--- config.mk ---
export PLATFORM = sky130hd
export DESIGN_NAME = tbct_timer
export DESIGN_NICKNAME = d
export VERILOG_FILES = /design/src/verilog/tbct_pkg.sv /design/src/verilog/tbct_edge_sync.sv /design/src/verilog/tbct_tick_div.sv /design/src/verilog/tbct_timer.sv
export VERILOG_INCLUDE_DIRS = /design/src /design/src/verilog
export SDC_FILE = /design/constraint.sdc
export NUM_CORES = 1
export LEC_CHECK = 0
export BUFFER_PORTS_ARGS = -buffer_cell sky130_fd_sc_hd__buf_2
export CAP_MARGIN = 20
export CORE_MARGIN = 3
export CORE_UTILIZATION = 59
export CTS_CLUSTER_SIZE = 14
export DETAILED_ROUTE_END_ITERATION = 12
export GPL_ROUTABILITY_DRIVEN = 1
export HOLD_SLACK_MARGIN = 0.02
export PLACE_DENSITY = 0.8
export REMOVE_ABC_BUFFERS = 1
export SLEW_MARGIN = 25
export SYNTH_ARGS = -nofsm -noshare
export SYNTH_HDL_FRONTEND = slang
export SYNTH_SLANG_ARGS = --single-unit
export TNS_END_PERCENT = 20
--- constraint.sdc ---
create_clock -name mclk -period 2.1 [get_ports mclk]
set_clock_uncertainty 0.15 [all_clocks]
set_input_delay 0.315 -clock mclk [delete_from_list [all_inputs] [get_ports mclk]]
set_output_delay 0.315 -clock mclk [all_outputs]
set_load 0.01 [all_outputs]
--- src/verilog/tbct_map.svh ---
// Register offsets, field positions, reset values and timing counts of the timebase capture timer
`ifndef TBCT_MAP_SVH
`define TBCT_MAP_SVH

`define TBCT_OFS_CSR2          8'h08
`define TBCT_OFS_RELOAD        8'h09
`define TBCT_OFS_CNT2          8'h0a
`define TBCT_OFS_CSR1          8'h0b
`define TBCT_OFS_CAPTURE       8'h0c
`define TBCT_OFS_IRQ_STAT      8'h10
`define TBCT_OFS_IRQ_MASK      8'h11

`define TBCT_CSR1_CAP_IE_BIT   7
`define TBCT_CSR1_CAP_FLAG_BIT 6
`define TBCT_CSR1_PDOUBLE_BIT  5
`define TBCT_CSR1_TB1_IE_BIT   4
`define TBCT_CSR1_TB1_FLAG_BIT 3
`define TBCT_CSR2_TB2_IE_BIT   1
`define TBCT_CSR2_TB2_FLAG_BIT 0

`define TBCT_IRQ_TB1_BIT       0
`define TBCT_IRQ_TB2_BIT       1
`define TBCT_IRQ_CAP_BIT       2

`define TBCT_RST_RELOAD        8'h00
`define TBCT_RST_CAP_FLAG      1'b1
`define TBCT_CNT2_TOP          8'hff

`define TBCT_CLK_PERIOD_PS     5000
`define TBCT_OSC_PERIOD_PS     125000
`define TBCT_OSC_DIV           32
`define TBCT_TB1_OSC_PERIODS   8000
`define TBCT_TB1_DBL_PERIODS   16000
`define TBCT_TICK_PERIOD_PS    (`TBCT_OSC_DIV * `TBCT_OSC_PERIOD_PS)
`define TBCT_TICK_CYCLES       ((`TBCT_TICK_PERIOD_PS + `TBCT_CLK_PERIOD_PS - 1) / `TBCT_CLK_PERIOD_PS)
`define TBCT_CNT1_TOP          (`TBCT_TB1_OSC_PERIODS / `TBCT_OSC_DIV - 1)

`endif

--- src/verilog/tbct_pkg.sv ---
// Types shared by the timebase capture timer
`default_nettype none
package tbct_pkg;

    typedef struct packed {
        logic [7:0] addr;
        logic [7:0] wdata;
        logic       wr;
        logic       rd;
    } tbct_req_t;

    typedef struct packed {
        logic [9:0] count;
        logic       tick;
    } tbct_div_state_t;

    typedef struct packed {
        logic sync1;
        logic sync2;
        logic last;
    } tbct_sync_state_t;

    typedef struct packed {
        logic [7:0] cnt1;
        logic       halfTick;
        logic [7:0] cnt2;
        logic [7:0] reload;
        logic [7:0] capVal;
        logic       capFlag;
        logic       capIe;
        logic       periodDouble;
        logic       tb1Flag;
        logic       timebase_one_irq_enable;
        logic       tb2Flag;
        logic       timebase_two_irq_enable;
        logic [2:0] irqStat;
        logic [2:0] irqMask;
        logic [7:0] rdata;
    } tbct_state_t;

endpackage
`default_nettype wire

--- src/verilog/tbct_edge_sync.sv ---
// Two-stage synchroniser and any-edge detector for the capture pin
`timescale 1ns/10ps
`default_nettype none

module tbct_edge_sync (
    input  wire logic mclk,
    input  wire logic rst_n,
    input  wire logic pinIn,
    output logic      edgePulse
);

    tbct_pkg::tbct_sync_state_t st;
    tbct_pkg::tbct_sync_state_t next_st;

    // Only the second stage feeds the edge compare; the first may be metastable
    always_comb begin
        next_st = st;
        next_st.sync1 = pinIn;
        next_st.sync2 = st.sync1;
        next_st.last = st.sync2;
    end

    always_ff @(posedge mclk or negedge rst_n) begin
        if (!rst_n) begin
            st <= '0;
        end else begin
            st <= next_st;
        end
    end

    assign edgePulse = st.sync2 ^ st.last;
endmodule
`default_nettype wire

--- src/verilog/tbct_tick_div.sv ---
// Prescaler giving the base oscillator divided by 32 as a one-cycle enable
`timescale 1ns/10ps
`default_nettype none
`include "tbct_map.svh"

module tbct_tick_div #(
    parameter int TICK_CYCLES = `TBCT_TICK_CYCLES
) (
    input  wire logic mclk,
    input  wire logic rst_n,
    output logic      tickEn
);

    tbct_pkg::tbct_div_state_t st;
    tbct_pkg::tbct_div_state_t next_st;

    always_comb begin
        next_st = st;
        next_st.tick = (st.count == 10'(TICK_CYCLES - 1));
        next_st.count = next_st.tick ? 10'h000 : 10'(st.count + 10'h001);
    end

    always_ff @(posedge mclk or negedge rst_n) begin
        if (!rst_n) begin
            st <= '0;
        end else begin
            st <= next_st;
        end
    end

    assign tickEn = st.tick;
endmodule
`default_nettype wire

--- src/verilog/tbct_timer.sv ---
// Timebase capture timer: two timebase counters, input capture and register port
//
// Implementation choices: the plain strobed port and the placing of the registers.
`timescale 1ns/10ps
`default_nettype none
`include "tbct_map.svh"

module tbct_timer #(
    parameter int TICK_CYCLES = `TBCT_TICK_CYCLES
) (
    input  wire logic                mclk,
    input  wire logic                rst_n,
    input  wire tbct_pkg::tbct_req_t busReq,
    output logic [7:0]               regRdata,
    input  wire logic                captureInputPin,
    input  wire logic                haltMode,
    output logic                     timebaseOneIrq,
    output logic                     timebaseTwoIrq,
    output logic                     captureIrq,
    output logic                     haltWakeup,
    output logic                     irq
);

    localparam logic [7:0] CNT1_TOP = 8'(`TBCT_CNT1_TOP);

    // Capture flag comes out of reset set, so no capture happens until software has read the register
    localparam tbct_pkg::tbct_state_t RESET_STATE = '{
        cnt1:         8'h00,
        halfTick:     1'b0,
        cnt2:         `TBCT_RST_RELOAD,
        reload:       `TBCT_RST_RELOAD,
        capVal:       8'h00,
        capFlag:      `TBCT_RST_CAP_FLAG,
        capIe:        1'b0,
        periodDouble: 1'b0,
        tb1Flag:      1'b0,
        timebase_one_irq_enable:        1'b0,
        tb2Flag:      1'b0,
        timebase_two_irq_enable:        1'b0,
        irqStat:      3'h0,
        irqMask:      3'h0,
        rdata:        8'h00
    };

    tbct_pkg::tbct_state_t st;
    tbct_pkg::tbct_state_t next_st;

    logic       tickEn;
    logic       capEdge;
    logic       run;
    logic       adv1;
    logic       wrap1;
    logic       wrap2;
    logic       capTake;
    logic       rdCsr1;
    logic       rdCsr2;
    logic       rdCap;
    logic       wrCsr1;
    logic       wrCsr2;
    logic       wrReload;
    logic       wrStat;
    logic       wrMask;
    logic [2:0] irqEvent;
    logic [7:0] rdMux;

    tbct_tick_div #(
        .TICK_CYCLES (TICK_CYCLES)
    ) u_tick_div (
        .mclk   (mclk),
        .rst_n  (rst_n),
        .tickEn (tickEn)
    );

    tbct_edge_sync u_edge_sync (
        .mclk      (mclk),
        .rst_n     (rst_n),
        .pinIn     (captureInputPin),
        .edgePulse (capEdge)
    );

    // Register strobes
    always_comb begin
        rdCsr1 = busReq.rd && (busReq.addr == `TBCT_OFS_CSR1);
        rdCsr2 = busReq.rd && (busReq.addr == `TBCT_OFS_CSR2);
        rdCap = busReq.rd && (busReq.addr == `TBCT_OFS_CAPTURE);
        wrCsr1 = busReq.wr && (busReq.addr == `TBCT_OFS_CSR1);
        wrCsr2 = busReq.wr && (busReq.addr == `TBCT_OFS_CSR2);
        wrReload = busReq.wr && (busReq.addr == `TBCT_OFS_RELOAD);
        wrStat = busReq.wr && (busReq.addr == `TBCT_OFS_IRQ_STAT);
        wrMask = busReq.wr && (busReq.addr == `TBCT_OFS_IRQ_MASK);
    end

    // Counter events
    always_comb begin
        run = tickEn && !haltMode;
        adv1 = run && (!st.periodDouble || st.halfTick);
        wrap1 = adv1 && (st.cnt1 == CNT1_TOP);
        wrap2 = run && (st.cnt2 == `TBCT_CNT2_TOP);
        capTake = capEdge && !st.capFlag;
        irqEvent = '0;
        irqEvent[`TBCT_IRQ_TB1_BIT] = wrap1 && st.timebase_one_irq_enable;
        irqEvent[`TBCT_IRQ_TB2_BIT] = wrap2 && st.timebase_two_irq_enable;
        irqEvent[`TBCT_IRQ_CAP_BIT] = capTake && st.capIe;
    end

    // Read data; counter one has no address at all
    always_comb begin
        rdMux = 8'h00;
        case (busReq.addr)
            `TBCT_OFS_CSR2: begin
                rdMux[`TBCT_CSR2_TB2_IE_BIT] = st.timebase_two_irq_enable;
                rdMux[`TBCT_CSR2_TB2_FLAG_BIT] = st.tb2Flag;
            end
            `TBCT_OFS_RELOAD: begin
                rdMux = st.reload;
            end
            `TBCT_OFS_CNT2: begin
                rdMux = st.cnt2;
            end
            `TBCT_OFS_CSR1: begin
                rdMux[`TBCT_CSR1_CAP_IE_BIT] = st.capIe;
                rdMux[`TBCT_CSR1_CAP_FLAG_BIT] = st.capFlag;
                rdMux[`TBCT_CSR1_PDOUBLE_BIT] = st.periodDouble;
                rdMux[`TBCT_CSR1_TB1_IE_BIT] = st.timebase_one_irq_enable;
                rdMux[`TBCT_CSR1_TB1_FLAG_BIT] = st.tb1Flag;
            end
            `TBCT_OFS_CAPTURE: begin
                rdMux = st.capVal;
            end
            `TBCT_OFS_IRQ_STAT: begin
                rdMux[2:0] = st.irqStat;
            end
            `TBCT_OFS_IRQ_MASK: begin
                rdMux[2:0] = st.irqMask;
            end
            default: begin
                rdMux = 8'h00;
            end
        endcase
    end

    // Next state
    always_comb begin
        next_st = st;

        // Half-rate phase doubles the timebase when selected
        if (run) begin
            next_st.halfTick = !st.halfTick;
        end

        if (adv1) begin
            next_st.cnt1 = wrap1 ? 8'h00 : 8'(st.cnt1 + 8'h01);
        end

        // A reload written now is used at the next wrap, not immediately
        if (run) begin
            next_st.cnt2 = wrap2 ? st.reload : 8'(st.cnt2 + 8'h01);
        end

        // Capture register only changes here; writes to its address are ignored
        if (capTake) begin
            next_st.capVal = st.cnt1;
        end

        // Set beats the clearing read in the same cycle
        next_st.tb1Flag = wrap1 || (st.tb1Flag && !rdCsr1);
        next_st.tb2Flag = wrap2 || (st.tb2Flag && !rdCsr2);
        next_st.capFlag = capTake || (st.capFlag && !rdCap);

        if (wrCsr1) begin
            next_st.capIe = busReq.wdata[`TBCT_CSR1_CAP_IE_BIT];
            next_st.periodDouble = busReq.wdata[`TBCT_CSR1_PDOUBLE_BIT];
            next_st.timebase_one_irq_enable = busReq.wdata[`TBCT_CSR1_TB1_IE_BIT];
        end
        if (wrCsr2) begin
            next_st.timebase_two_irq_enable = busReq.wdata[`TBCT_CSR2_TB2_IE_BIT];
        end
        if (wrReload) begin
            next_st.reload = busReq.wdata;
        end
        if (wrMask) begin
            next_st.irqMask = busReq.wdata[2:0];
        end

        // Sticky status, write one to clear, new events win
        next_st.irqStat = irqEvent | (st.irqStat & ~(wrStat ? busReq.wdata[2:0] : 3'h0));

        next_st.rdata = busReq.rd ? rdMux : 8'h00;
    end

    always_ff @(posedge mclk or negedge rst_n) begin
        if (!rst_n) begin
            st <= RESET_STATE;
        end else begin
            st <= next_st;
        end
    end

    // Outputs
    assign regRdata = st.rdata;
    assign timebaseOneIrq = st.tb1Flag && st.timebase_one_irq_enable;
    assign timebaseTwoIrq = st.tb2Flag && st.timebase_two_irq_enable;
    assign captureIrq = st.capFlag && st.capIe;
    // Capture logic runs on the main clock, so an edge can still wake a halted core
    assign haltWakeup = captureIrq;
    assign irq = |(st.irqStat & st.irqMask);
endmodule
`default_nettype wire
### After elaboration in Yosys (flattened, before gate mapping)

Index checks and enable logic that the tools add are counted.

* memories kept: 0
* register bits: 68
* input port bits: 22
* bits in writable memories: 0
* bits in read-only memories: 0
* output and inout bits: 13
* latch bits: 0
* logic and storage cells: 80

* mux-type cells: 8
* eq/ne operators: 10
* shift operators: 0
* div/mod/pow operators: 0
* reductions and logical operators: 34
* magnitude comparators: 0
* bitwise logic cells: 5
* add/sub/neg operators: 3
* $mul: 0

Operators with widths (count)
* 8-bit by 4-bit == test with 1-bit output (second input constant): 5
* 8-bit 2-to-1 mux: 3
* 1-bit logical AND: 22
* 5-bit one-hot mux with 4 select lines: 1
* 8-bit by 1-bit adder with 8-bit output (second input constant): 2
* 8-bit by 5-bit == test with 1-bit output (second input constant): 2
* 8-bit == test (second input constant): 2
* 2-bit one-hot mux with 6 select lines: 1
* 10-bit by 1-bit adder with 10-bit output (second input constant): 1
* 10-bit == test (second input constant): 1
* 10-bit 2-to-1 mux: 1
* 1-bit logical NOT: 7
* 3-bit AND: 2
* 1-bit one-hot mux with 5 select lines: 1
* 1-bit logical OR: 4
* 3-bit 2-to-1 mux: 1
* 3-bit inverter: 1
* 3-bit bitwise OR: 1
* 3-bit OR reduction: 1
* 1-bit bitwise XOR: 1

### Longest topological paths before layout

Gate-level depths: netlist of run 1.

* word-level depth: 6
* gate-level depth with buffers: 6
* gate-level depth less buffers: 6

### Modules after synthesis

Synthesis of run 1 repeated with hierarchy kept, for this count alone.

* cell total of the unflattened synthesis: 309
* area, all modules: 3458.3 um^2

Modules (own cells, without submodules)
* tbct_timer: cells each 263, seq. area each 1352.5 um^2, area each 2876.5 um^2, times used 1
* tbct_tick_div: cells each 42, seq. area each 275.3 um^2, area each 498.0 um^2, times used 1
* tbct_edge_sync: cells each 4, seq. area each 75.1 um^2, area each 83.8 um^2, times used 1

### Worst setup path after synthesis of run 1

OpenSTA, ideal clock, no wires.

* path type: reg2reg
* start point: reg st[18] (netlist bit)
* end point: reg st[52] (netlist bit)
* stages on the path, launching flop included: 5
* setup time: 0.076 ns
* required time: 1.874 ns
* path slack: 0.420 ns
* path buffers: 0
* data arrival time: 1.454 ns
* cell sequence: dfrtp_1 nor2b_1 or3_4 or4_1 o21ai_1

* word-level cells in the longest chain between the ends: 5

RTL lines
* start, declared: RTL line tbct_timer.sv:45 `tbct_pkg::tbct_state_t st;`
* start signal, assigned: RTL line tbct_timer.sv:195 `st <= next_st;`
* 1-bit logical NOT *: RTL line tbct_timer.sv:96 `adv1 = run && (!st.periodDouble || st.halfTick);`
* 1-bit logical OR *: RTL line tbct_timer.sv:96
* 1-bit logical AND *: RTL line tbct_timer.sv:96
* 1-bit logical AND: RTL line tbct_timer.sv:97 `wrap1 = adv1 && (st.cnt1 == CNT1_TOP);`
* 8-bit 2-to-1 mux: RTL line tbct_timer.sv:152 `next_st.cnt1 = wrap1 ? 8'h00 : 8'(st.cnt1 + 8'h01);`

Mark *: on every way between the ends. The rest lies on a longest branch, timed or not.
A chain may end at the register's enable or synchronous reset.

### Final worst setup path of run 1

* start point: reg st[18] (netlist bit)
* end point: reg st[48] (netlist bit)

Same word-level chain as after synthesis.

==> results of run 1 <==
-- synth_stat cells, types with 2 or more instances --
master,number
sky130_fd_sc_hd__xor2_1,6
sky130_fd_sc_hd__a22oi_1,8
sky130_fd_sc_hd__o31ai_1,2
sky130_fd_sc_hd__o21ai_0,13
sky130_fd_sc_hd__nor2_1,22
sky130_fd_sc_hd__mux2_2,24
sky130_fd_sc_hd__nor4_1,2
sky130_fd_sc_hd__nand3_1,16
sky130_fd_sc_hd__inv_1,6
sky130_fd_sc_hd__nand4_1,4
sky130_fd_sc_hd__and3_1,2
sky130_fd_sc_hd__nor2b_1,11
sky130_fd_sc_hd__and2_1,8
sky130_fd_sc_hd__a211oi_1,2
sky130_fd_sc_hd__a31oi_1,3
sky130_fd_sc_hd__nor3_2,2
sky130_fd_sc_hd__a2bb2oi_1,2
sky130_fd_sc_hd__mux2i_1,5
sky130_fd_sc_hd__dfrtp_1,67
sky130_fd_sc_hd__and4_1,4
sky130_fd_sc_hd__clkbuf_1,6
sky130_fd_sc_hd__o2bb2ai_1,3
sky130_fd_sc_hd__nand3b_1,2
sky130_fd_sc_hd__xnor2_1,7
sky130_fd_sc_hd__buf_4,9
sky130_fd_sc_hd__ha_1,4
sky130_fd_sc_hd__o21a_1,3
sky130_fd_sc_hd__buf_2,3
sky130_fd_sc_hd__nor3b_1,4
sky130_fd_sc_hd__a21oi_1,7
sky130_fd_sc_hd__nor3_1,8
sky130_fd_sc_hd__nand2_1,21
sky130_fd_sc_hd__o32a_1,2
sky130_fd_sc_hd__a22o_1,7
sky130_fd_sc_hd__o21ai_1,2
-- worst min path at each step --
stage	slack (ns)	cells after the start	to	from
after global routing	0.05	2	st[35]	busReq[8]
after detailed placement	0.17	2	st[52]	rst_n
after floorplan	-0.13	0	regRdata[0]	rst_n
after CTS	0.04	2	st[32]	busReq[5]
final	0.05	2	st[35]	busReq[8]
after global placement	0.17	2	st[28]	rst_n
-- power breakdown --
part	total, mW	internal, mW	switching (mW)
registers	1.39	1.35	0.0357
clock network	0.937	0.483	0.454
logic	0.182	0.0804	0.101
total	2.51	1.91	0.591
-- critical path, stage by stage, from the launching register on --
cell and delay, ns:
sky130_fd_sc_hd__dfrtp_1 0.43, sky130_fd_sc_hd__nor2b_1 0.20, sky130_fd_sc_hd__or3_4 0.41, sky130_fd_sc_hd__nor2_1 0.42
sky130_fd_sc_hd__o21ai_0 0.16
-- sequential cells by signal, indices dropped and copies added, names as in the netlist --
signal / count
u_tick_div.tickEn: 1
regRdata: 8
u_edge_sync.next_st: 2
st: 46
u_tick_div.st: 10
u_edge_sync.st: 1
-- area by class of cell --
type,instances,area [sq um]
Clock buffer,13,159
Clock inverter,2,10.0
Fill cell,442,1690
Inverter,6,22.5
Multi-Input combinational cell,226,1600
Sequential cell,68,1700
Tap cell,72,90.1
Timing Repair Buffer,47,298
-- metal layers --
layer	share of wire, %	wire length [um]
met1	45	3410
met2	47	3620
met3	5.3	402
met4	2.7	204
met5	0	0
-- cell families after synthesis --
| kind of cell | after synthesis | synth area share, % |
|---|---|---|
| AND/OR/NAND/NOR | 118 | 19.8 |
| flip-flops | 68 | 49.6 |
| AO/OA/AOI/OAI | 62 | 12.7 |
| multiplexers | 29 | 9.33 |
| buffers and inverters | 25 | 3.82 |
| XOR/XNOR | 13 | 3.32 |
| adder cells (fa/ha/maj) | 4 | 1.46 |
-- metrics by stage --
step	power (mW)	setup slack [ns]
2_1_floorplan	1.47	0.290
3_3_place_gp	1.58	0.170
3_5_place_dp	1.59	0.0906
4_1_cts	2.53	0.210
5_1_grt	2.62	0.117
6_report	2.51	0.180
-- what timing repair did --
action,4_1_cts,5_1_grt
gates resized for setup,0,0
endpoints found under the hold margin,68,0
hold buffers,2,0
==> metrics.csv, run 1 <==
stage,metric,value,unit
power_and_ir_drop,worst_ir_drop_vdd,451,uV
run,timing.max_cap.violations,0,
grt,wire_length_of_the_first_global_routing_pass,12300,um
routing,detail_route.vias_per_cell,6.19,
layout,layout.cells.most_common_list,"sky130_fd_sc_hd__dfrtp_1 (67), sky130_fd_sc_hd__buf_2 (34), sky130_fd_sc_hd__mux2_2 (24), sky130_fd_sc_hd__nor2_1 (22), sky130_fd_sc_hd__nand2_1 (21)",
layout,areaGrowthSynthToFinish,13.0,%
routing,routed-via-count,2688,
sta,post_route_fraction_of_the_period_consumed_by_the_critical_path,91.4,%
place,placedInstanceArea,3690,sq um
setup_path,worst_setup_path_end_kind,register,
grt,use_met2,37.4,%
clock_network,clock-root-buffer,sky130_fd_sc_hd__clkbuf_8,
sta,timing_worst_slew_pin_value,0.594,ns
hold_path,worstHoldPathType,primary input to register,
sta,setup_viol,0,
setup_path,cp-startpoint,st[18],
layout,drive_above_1_share,26.2,%
clock_network,clkSlewWorstSetupHoldPaths,0.07,ns
routing,routedWlPerCell,17.6,um
place,gp_congestion,0.982,
yosys,post-synth-top-area-fraction,48.8,%
sta,hold_violations,0,
yosys,synth_seq_cells,68,
yosys,synth_area,3430,sq um
yosys,syn_avg_cell_area,10.8,sq um
clock_network,h-tree-depth,3,
yosys,yosys_most_used_dff,sky130_fd_sc_hd__dfrtp_1,
grt,gr-max-usage-layer,met2,
setup_path,r2r-end,st[48],
sta,grt_setup_unrepaired,no,
grt,antenna_found_initial,0,
layout,antenna_cells_inserted,0,
yosys,yosysTopAreaCell,sky130_fd_sc_hd__dfrtp_1,
grt,gr-usage-met3,3.58,%
setup_path,crit_path_start_kind,register,
clock_network,cts-buffers-inserted,9,
grt,groute.usage.overall,24.6,%
place,place.port_buffers,34,
layout,finalNetCount,384,
floorplan,design.die.area,6770,sq um
setup_path,r2r.worst_path.cells,4,
clock_network,clock_path_buffers,2,
sta,maxSlewHeadroom,60.3,%
sta,finalCriticalPeriod,1.92,ns
routing,drtAntennaViolNets,0,
routing,detail_route.iter0.violations,226,
floorplan,placement_rows,27,
setup_path,timing.critical_path.fanout_max,6,
yosys,seq_area_frac_synth,49.6,%
yosys,ys_types,57,
place,placed_cells_incl_taps,417,
setup_path,r2r-start,st[18],
power_and_ir_drop,powerDensity,645,nW/um^2
floorplan,fp.coreArea,5570,sq um
clock_network,cts_post_setup_buffers_inserted,0,
routing,wirelength,7630,um
place,place.detailed.hpwl,5440,um
floorplan,chipWidth,82.3,um
setup_path,timing.critical_path.arrival,1.97,ns
grt,via_count_of_the_first_global_routing_pass,2472,
yosys,synth_warnings,0,
sta,timing.setup.tns,0,ns
floorplan,design.portCount,35,
yosys,synthArstFlopShare,100,%
layout,design_area,3880,sq um
grt,grtUsageMet1,34.6,%
grt,grt_max_degree,45,
yosys,synth-edff-count,0,
floorplan,die_h,82.3,um
setup_path,critical_path.endpoint,st[48],
routing,drt-pass1-iter-count,5,
setup_path,worst_path_class_setup,register to register,
grt,overflow,0,
run_status,run_status,"complete, no violations",
layout,layout_commonest_cell,sky130_fd_sc_hd__dfrtp_1,
clock_network,clkLatencyLatePin,0.34,ns
sta,fin_hold_ws,0.0534,ns
setup_path,regToRegSetupSlack,0.18,ns
setup_path,worst_ep_required_time,2.15,ns
clock_network,tritoncts,yes,
floorplan,initial_utilization,61.6,%
routing,route.detailed.drc,0,
layout,fin_cells,434,
sta,final_slew_violations,0,
layout,postLayoutCoreUtil,69.7,%
sta,clock.fmax,521,MHz
clock_network,cts_num_sinks,68,
yosys,syn_inst,319,
power_and_ir_drop,cellLeakagePower,1.77,nW
yosys,cells_taking_the_most_area_after_synthesis,"sky130_fd_sc_hd__dfrtp_1 (49%), sky130_fd_sc_hd__mux2_2 (7.9%), sky130_fd_sc_hd__nor2_1 (2.4%), sky130_fd_sc_hd__nand3_1 (2.3%), sky130_fd_sc_hd__nand2_1 (2.3%)",
Note: power is estimated with default switching activity, not from simulation.
==> run 2: changes to the inputs <==
--- a/config.mk
+++ b/config.mk
@@ -8,13 +8,15 @@
 export LEC_CHECK = 0
 export BUFFER_PORTS_ARGS = -buffer_cell sky130_fd_sc_hd__buf_2
 export CAP_MARGIN = 20
+export CELL_PAD_IN_SITES_DETAIL_PLACEMENT = 1
+export CELL_PAD_IN_SITES_GLOBAL_PLACEMENT = 2
 export CORE_MARGIN = 3
-export CORE_UTILIZATION = 59
+export CORE_UTILIZATION = 39
 export CTS_CLUSTER_SIZE = 14
 export DETAILED_ROUTE_END_ITERATION = 12
 export GPL_ROUTABILITY_DRIVEN = 1
 export HOLD_SLACK_MARGIN = 0.02
-export PLACE_DENSITY = 0.8
+export PLACE_DENSITY_LB_ADDON = 0.1
 export REMOVE_ABC_BUFFERS = 1
 export SLEW_MARGIN = 25
 export SYNTH_ARGS = -nofsm -noshare
==> run 2 against run 1 <==
Net effect: first-iteration DRC count fell by 58%; power is 0.39% lower; sequential share of layout area decreased by 0.78 points; critical endpoint is now st[52]; largest cell class unchanged; highest routed layer unchanged.
==> metrics.csv, run 2 (synthesized netlist as in run 1, its figures left out) <==
stage,metric,value,unit,change
power_and_ir_drop,worst_ir_drop_vdd,288,uV,-36%
run_status,run_status,"complete, no violations",,
layout,layout.cells.most_common_list,"sky130_fd_sc_hd__dfrtp_1 (67), sky130_fd_sc_hd__buf_2 (34), sky130_fd_sc_hd__mux2_2 (24), sky130_fd_sc_hd__nor2_1 (22), sky130_fd_sc_hd__nand2_1 (21)",,
layout,antenna_cells_inserted,0,,unchanged
clock_network,clock_path_buffers,2,,unchanged
clock_network,cts_post_setup_buffers_inserted,0,,unchanged
clock_network,h-tree-depth,3,,unchanged
layout,areaGrowthSynthToFinish,15.1,%,
floorplan,design.portCount,35,,unchanged
layout,max_flop_register,st,,
routing,detail_route.iter0.violations,96,,-58%
setup_path,worst_ep_required_time,2.23,ns,+0.08 ns
floorplan,design.die.area,9970,sq um,+47%
layout,drive_above_1_share,27.4,%,+1.2 points
routing,wirelength,8460,um,+11%
sta,maxSlewHeadroom,59.8,%,-0.48 points
routing,drtAntennaViolNets,0,,unchanged
power_and_ir_drop,powerDensity,632,nW/um^2,-2.2%
place,place.port_buffers,34,,unchanged
layout,largest_register_ff_count,46,,unchanged
floorplan,placement_rows,33,,+22%
floorplan,chipWidth,99.8,um,+21%
hold_path,worstHoldPathType,primary input to register,,
place,place.detailed.hpwl,6310,um,+16%
sta,timing.setup.tns,0,ns,unchanged
setup_path,regToRegSetupSlack,0.26,ns,+0.08 ns
clock_network,cts-buffers-inserted,9,,unchanged
clock_network,post_cts_resize_count,0,,unchanged
routing,routed-via-count,2622,,-2.5%
place,minimum_setup_slack_after_placement,0.177,ns,+0.0865 ns
grt,overflow,0,,unchanged
sta,post_route_fraction_of_the_period_consumed_by_the_critical_path,87.4,%,-4.0 points
sta,clock.fmax,545,MHz,+4.6%
routing,drt-pass1-iter-count,4,,-1
routing,route.detailed.drc,0,,unchanged
routing,maxUsedRoutingLayer,met4,,
routing,met1Wirelength,4190,um,+23%
place,placed_cells_incl_taps,457,,+9.6%
grt,wire_length_of_the_first_global_routing_pass,13900,um,+13%
routing,route.met2.wl,3780,um,+4.4%
floorplan,fp.coreArea,8380,sq um,+50%
place,placedInstanceArea,3770,sq um,+2.2%
grt,groute.usage.overall,18.1,%,-6.6 points
clock_network,clock-root-buffer,sky130_fd_sc_hd__clkbuf_8,,
layout,fin_cells,473,,+9.0%
clock_network,clkLatencyLatePin,0.35,ns,about the same
routing,routedWlPerCell,17.9,um,+1.7%
grt,antenna_found_initial,0,,unchanged
sta,final_slew_violations,0,,unchanged
sta,finalCriticalPeriod,1.84,ns,-0.0839 ns
setup_path,worst_path_class_setup,register to register,,
clock_network,clkSlewWorstSetupHoldPaths,0.07,ns,about the same
clock_network,tritoncts,yes,,
run,timing.max_cap.violations,0,,unchanged
sta,timing_worst_slew_pin_value,0.601,ns,+0.00665 ns
layout,postLayoutCoreUtil,47.2,%,-22 points
power_and_ir_drop,cellLeakagePower,1.79,nW,+1.1%
clock_network,cts_num_sinks,68,,unchanged
layout,filler_cell_count,942,,+110%
setup_path,timing.critical_path.fanout_max,6,,unchanged
setup_path,crit_path_start_kind,register,,
sta,grt_setup_unrepaired,no,,
sta,final.setup.worst_slack,0.264,ns,+0.0839 ns
setup_path,worst_setup_path_end_kind,register,,
setup_path,timing.critical_path.arrival,1.96,ns,about the same
sta,setup_viol,0,,unchanged
layout,design_area,3950,sq um,+1.8%
routing,met3_length,335,um,-17%
routing,detail_route.vias_per_cell,5.54,,-10%
layout,finalNetCount,391,,+1.8%
grt,grt_max_degree,69,,+53%
floorplan,initial_utilization,41.0,%,-21 points
place,gp_congestion,0.811,,-17%
grt,via_count_of_the_first_global_routing_pass,2660,,+7.6%
floorplan,die_h,99.8,um,+21%
layout,layout_commonest_cell,sky130_fd_sc_hd__dfrtp_1,,
clock_network,cts_hold_repair.buffers,2,,unchanged
sta,hold_violations,0,,unchanged
run 2: cell types whose count changed in the layout (fill, tap and decap cells not counted), sizes merged:
| cell | before | now |
|---|---|---|
| clkinv | 2 | 1 |
| buf | 45 | 52 |
| clkbuf | 13 | 12 |
| clkinvlp | 0 | 1 |
run 2: worst max-delay path, cell delays in order (launching register included):
cell and delay [ns]:
sky130_fd_sc_hd__dfrtp_1 0.43, sky130_fd_sc_hd__nor2b_1 0.21, sky130_fd_sc_hd__or3_4 0.42, sky130_fd_sc_hd__or4_1 0.47, sky130_fd_sc_hd__o21ai_1 0.08
run 2: worst paths after layout:
path	from	end	depth (start not counted)
min in group asynchronous	rst_n	regRdata[1]	3
setup reg to reg	st[18]	st[52]	4
max in group asynchronous	rst_n	st[20]	3
hold / removal	busReq[8]	st[35]	2
setup / recovery	st[18]	st[52]	4
hold reg to reg	u_edge_sync.next_st[1]	u_edge_sync.next_st[0]	0
run 2: cell type report:
type / count / area (sq um) / share of cell area (%)
repair buffers: 54 / 338 / 8.55
multi-input cells: 226 / 1600 / 40.5
clock buffers: 12 / 145 / 3.67
well taps: 105 / 131 / 3.32
clock inverters: 2 / 12.5 / 0.317
inverters: 6 / 22.5 / 0.570
flip-flops and latches: 68 / 1700 / 43.1
run 2: metrics by stage:
| step | power [mW] | hold WS (ns) |
|---|---|---|
| 4_1_cts | 2.52 | 0.0325 |
| 3_5_place_dp | 1.59 | 0.198 |
| 5_1_grt | 2.60 | 0.0437 |
| 6_report | 2.50 | 0.0464 |
| 2_1_floorplan | 1.47 | -0.131 |
| 3_3_place_gp | 1.59 | 0.182 |
run 2: where the power goes:
part	switching (mW)	total, mW	internal [mW]
Sequential	0.0358	1.39	1.35
Combinational	0.102	0.183	0.0813
Clock	0.480	0.927	0.447
run 2: routing by layer:
layer | GRT usage, % | vias up
met3 | 3.47 | 11
met4 | 7.14 | 0
met5 | 0 | -
met1 | 26.1 | 1317
met2 | 26.8 | 44
li1 | - | 1250
==> run 3: changes to the inputs <==
--- a/config.mk
+++ b/config.mk
@@ -21,5 +21,6 @@
 export SLEW_MARGIN = 25
 export SYNTH_ARGS = -nofsm -noshare
 export SYNTH_HDL_FRONTEND = slang
+export SYNTH_HIERARCHICAL = 1
 export SYNTH_SLANG_ARGS = --single-unit
 export TNS_END_PERCENT = 20
==> run 3 against run 2 <==
Net effect: non-clock buffer count increased by 3; routed wire length increased by 6.2%; first-iteration DRC count decreased by 15%; final cell count decreased by 1.3%; hold slack improved by 0.026 ns; highest routed layer unchanged.
==> metrics.csv, run 3 <==
stage,metric,value,unit,change
hold_path,worstHoldPathType,primary input to register,,
yosys,post-synth-top-area-fraction,48.5,%,-0.34 points
setup_path,timing.critical_path.arrival,2.00,ns,+0.04 ns
yosys,yosys_most_used_dff,sky130_fd_sc_hd__dfrtp_1,,
place,place.port_buffers,34,,unchanged
grt,overflow,0,,unchanged
place,place.detailed.hpwl,6780,um,+7.6%
grt,via_count_of_the_first_global_routing_pass,2833,,+6.5%
yosys,synthArstFlopShare,100,%,unchanged
clock_network,cts-buffers-inserted,9,,unchanged
grt,grt_max_degree,38,,-45%
setup_path,crit_path_start_kind,register,,
sta,finalCriticalPeriod,1.93,ns,+0.0902 ns
yosys,synthTopCellsByCount,"sky130_fd_sc_hd__dfrtp_1 (67), sky130_fd_sc_hd__nand2_1 (23), sky130_fd_sc_hd__mux2_2 (15), sky130_fd_sc_hd__nand3_1 (15), sky130_fd_sc_hd__nor2_1 (12)",,
place,placed_cells_incl_taps,450,,-1.5%
layout,drive_above_1_share,28.2,%,+0.73 points
layout,layout_commonest_cell,sky130_fd_sc_hd__dfrtp_1,,
sta,post_route_fraction_of_the_period_consumed_by_the_critical_path,91.7,%,+4.3 points
yosys,cells_taking_the_most_area_after_synthesis,"sky130_fd_sc_hd__dfrtp_1 (48%), sky130_fd_sc_hd__mux2_2 (4.9%), sky130_fd_sc_hd__mux2_4 (3.5%), sky130_fd_sc_hd__mux2i_1 (2.9%), sky130_fd_sc_hd__nand2_1 (2.5%)",,
sta,clock.fmax,519,MHz,-4.7%
routing,route.detailed.drc,0,,unchanged
routing,routed-via-count,2614,,-0.31%
yosys,synth-edff-count,0,,unchanged
layout,fin_cells,467,,-1.3%
setup_path,worst_setup_path_end_kind,register,,
layout,areaGrowthSynthToFinish,17.3,%,
yosys,ys_types,52,,-8.8%
floorplan,design.die.area,10000,sq um,+0.64%
sta,fin_hold_ws,0.0723,ns,+0.0259 ns
yosys,synthMostInstantiatedCell,sky130_fd_sc_hd__dfrtp_1,,
setup_path,cpPeakStageDelay,0.46,ns,about the same
layout,layout.cells.most_common_list,"sky130_fd_sc_hd__dfrtp_1 (67), sky130_fd_sc_hd__buf_2 (34), sky130_fd_sc_hd__nand2_1 (23), sky130_fd_sc_hd__buf_4 (21)",,
yosys,seq_area_frac_synth,49.2,%,-0.34 points
setup_path,crit_path_cell_trace,ha_1 -> nand4_1 -> nor3_2 -> buf_4 -> mux2i_1 -> o21ai_0,,
grt,wire_length_of_the_first_global_routing_pass,15300,um,+10%
clock_network,clock_path_buffers,2,,unchanged
floorplan,fp.coreArea,8420,sq um,+0.49%
yosys,syn_avg_cell_area,11.2,sq um,+4.0%
clock_network,tritoncts,yes,,
routing,drtAntennaViolNets,0,,unchanged
grt,antenna_found_initial,0,,unchanged
layout,antenna_cells_inserted,0,,unchanged
routing,detail_route.vias_per_cell,5.60,,+0.98%
clock_network,cts_num_sinks,68,,unchanged
floorplan,chipWidth,100,um,+0.32%
yosys,synth_seq_cells,68,,unchanged
routing,detail_route.iter0.violations,82,,-15%
routing,drt-pass1-iter-count,4,,unchanged
clock_network,h-tree-depth,3,,unchanged
power_and_ir_drop,worst_ir_drop_vdd,333,uV,+16%
layout,max_flop_register,st,,
sta,timing_worst_slew_pin_value,0.490,ns,-0.111 ns
power_and_ir_drop,powerDensity,690,nW/um^2,+9.3%
layout,finalNetCount,384,,-1.8%
clock_network,clock-root-buffer,sky130_fd_sc_hd__clkbuf_8,,
floorplan,initial_utilization,41.1,%,+0.081 points
setup_path,timing.critical_path.fanout_max,7,,+1
sta,timing.setup.tns,0,ns,unchanged
place,gp_congestion,0.778,,-4.0%
sta,final_slew_violations,0,,unchanged
setup_path,worst_path_class_setup,register to register,,
routing,wirelength,8980,um,+6.2%
sta,setup_viol,0,,unchanged
floorplan,die_h,100,um,+0.32%
clock_network,clkSlewWorstSetupHoldPaths,0.08,ns,about the same
floorplan,design.portCount,35,,unchanged
sta,maxSlewHeadroom,67.3,%,+7.5 points
run,timing.max_cap.violations,0,,unchanged
clock_network,post_cts_resize_count,0,,unchanged
setup_path,crit_slowest_cell,sky130_fd_sc_hd__dfrtp_1,,
clock_network,clkLatencyLatePin,0.34,ns,about the same
place,minimum_setup_slack_after_placement,0.0998,ns,-0.0773 ns
sta,final.setup.worst_slack,0.174,ns,-0.0902 ns
power_and_ir_drop,cellLeakagePower,1.84,nW,+2.8%
layout,largest_register_ff_count,46,,unchanged
yosys,syn_inst,309,,-3.1%
clock_network,cts_post_setup_buffers_inserted,0,,unchanged
setup_path,worst_ep_required_time,2.17,ns,-0.06 ns
yosys,yosysTopAreaCell,sky130_fd_sc_hd__dfrtp_1,,
sta,grt_setup_unrepaired,no,,
yosys,synth_warnings,6,,+6
floorplan,placement_rows,33,,unchanged
routing,routedWlPerCell,19.2,um,+7.6%
grt,groute.usage.overall,19.7,%,+1.7 points
clock_network,cts_hold_repair.buffers,2,,unchanged
sta,hold_violations,0,,unchanged
yosys,synth_area,3460,sq um,+0.69%
layout,filler_cell_count,941,,-0.11%
run_status,run_status,"complete, no violations",,
-- run 3: worst max-delay path, delay by kind of cell (launching register included) --
kind,cells,cell delay [ns]
compound gates,1,0.09
fa+ha+maj,1,0.27
buf+inv,1,0.21
flops,1,0.46
mux,1,0.21
simple gates,2,0.41
-- run 3: logic make-up after synthesis --
kind of cell / count (synthesis) / share of synthesized area, %
muxes: 33 / 11.3
AOI/OAI and AO/OA: 59 / 12.6
and+or+nand+nor: 105 / 18.1
buffers and inverters: 28 / 4.31
DFF: 68 / 49.2
adders and majority gates: 4 / 1.45
xor gates and xnor gates: 12 / 3.04
-- run 3: final cells by class --
| cell class | count | area (sq um) | share of cell area [%] |
|---|---|---|---|
| Timing Repair Buffer | 57 | 348 | 8.57 |
| Inverter | 9 | 33.8 | 0.833 |
| Multi-Input combinational cell | 213 | 1610 | 39.6 |
| Clock inverter | 3 | 68.8 | 1.70 |
| Sequential cell | 68 | 1700 | 42.0 |
| Clock buffer | 12 | 165 | 4.07 |
| Tap cell | 105 | 131 | 3.24 |
-- run 3: worst paths after layout --
path | slack, ns | depth (start not counted) | end | start
worst max-delay path | 0.17 | 6 | st[38] | st[37]
worst min-delay path | 0.07 | 2 | st[32] | busReq[5]
worst max register to register | 0.17 | 6 | st[38] | st[37]
worst min register to register | 0.20 | 0 | u_edge_sync/next_st[0] | u_edge_sync/next_st[1]
max in group asynchronous | 1.01 | 3 | st[20] | rst_n
min in group asynchronous | 0.39 | 3 | regRdata[6] | rst_n
-- run 3: stage by stage --
stage | utilization [%] | instance area [sq um] | total power, mW
2_1_floorplan | - | 3340 | 1.44
3_3_place_gp | 45.1 | 3800 | 1.56
3_5_place_dp | 45.1 | 3800 | 1.56
4_1_cts | 48.2 | 4060 | 2.84
5_1_grt | 48.2 | 4060 | 2.93
6_report | 48.2 | 4060 | 2.80
-- run 3: per-layer routing --
metal | vias up | GRT usage (%) | wire, um | share of wire, %
li1 | 1229 | - | - | -
met1 | 1323 | 26.3 | 4080 | 45
met2 | 50 | 33.1 | 4450 | 49
met3 | 12 | 3.27 | 302 | 3.4
met4 | 0 | 5.91 | 152 | 1.7
met5 | - | 0 | 0 | 0
-- run 3: where the power goes --
part / internal (mW) / switching, mW / leakage (nW)
sequential: 1.34 / 0.0235 / 0.917
clock: 0.762 / 0.500 / 0.119
combinational: 0.0749 / 0.103 / 0.808
total: 2.17 / 0.627 / 1.84
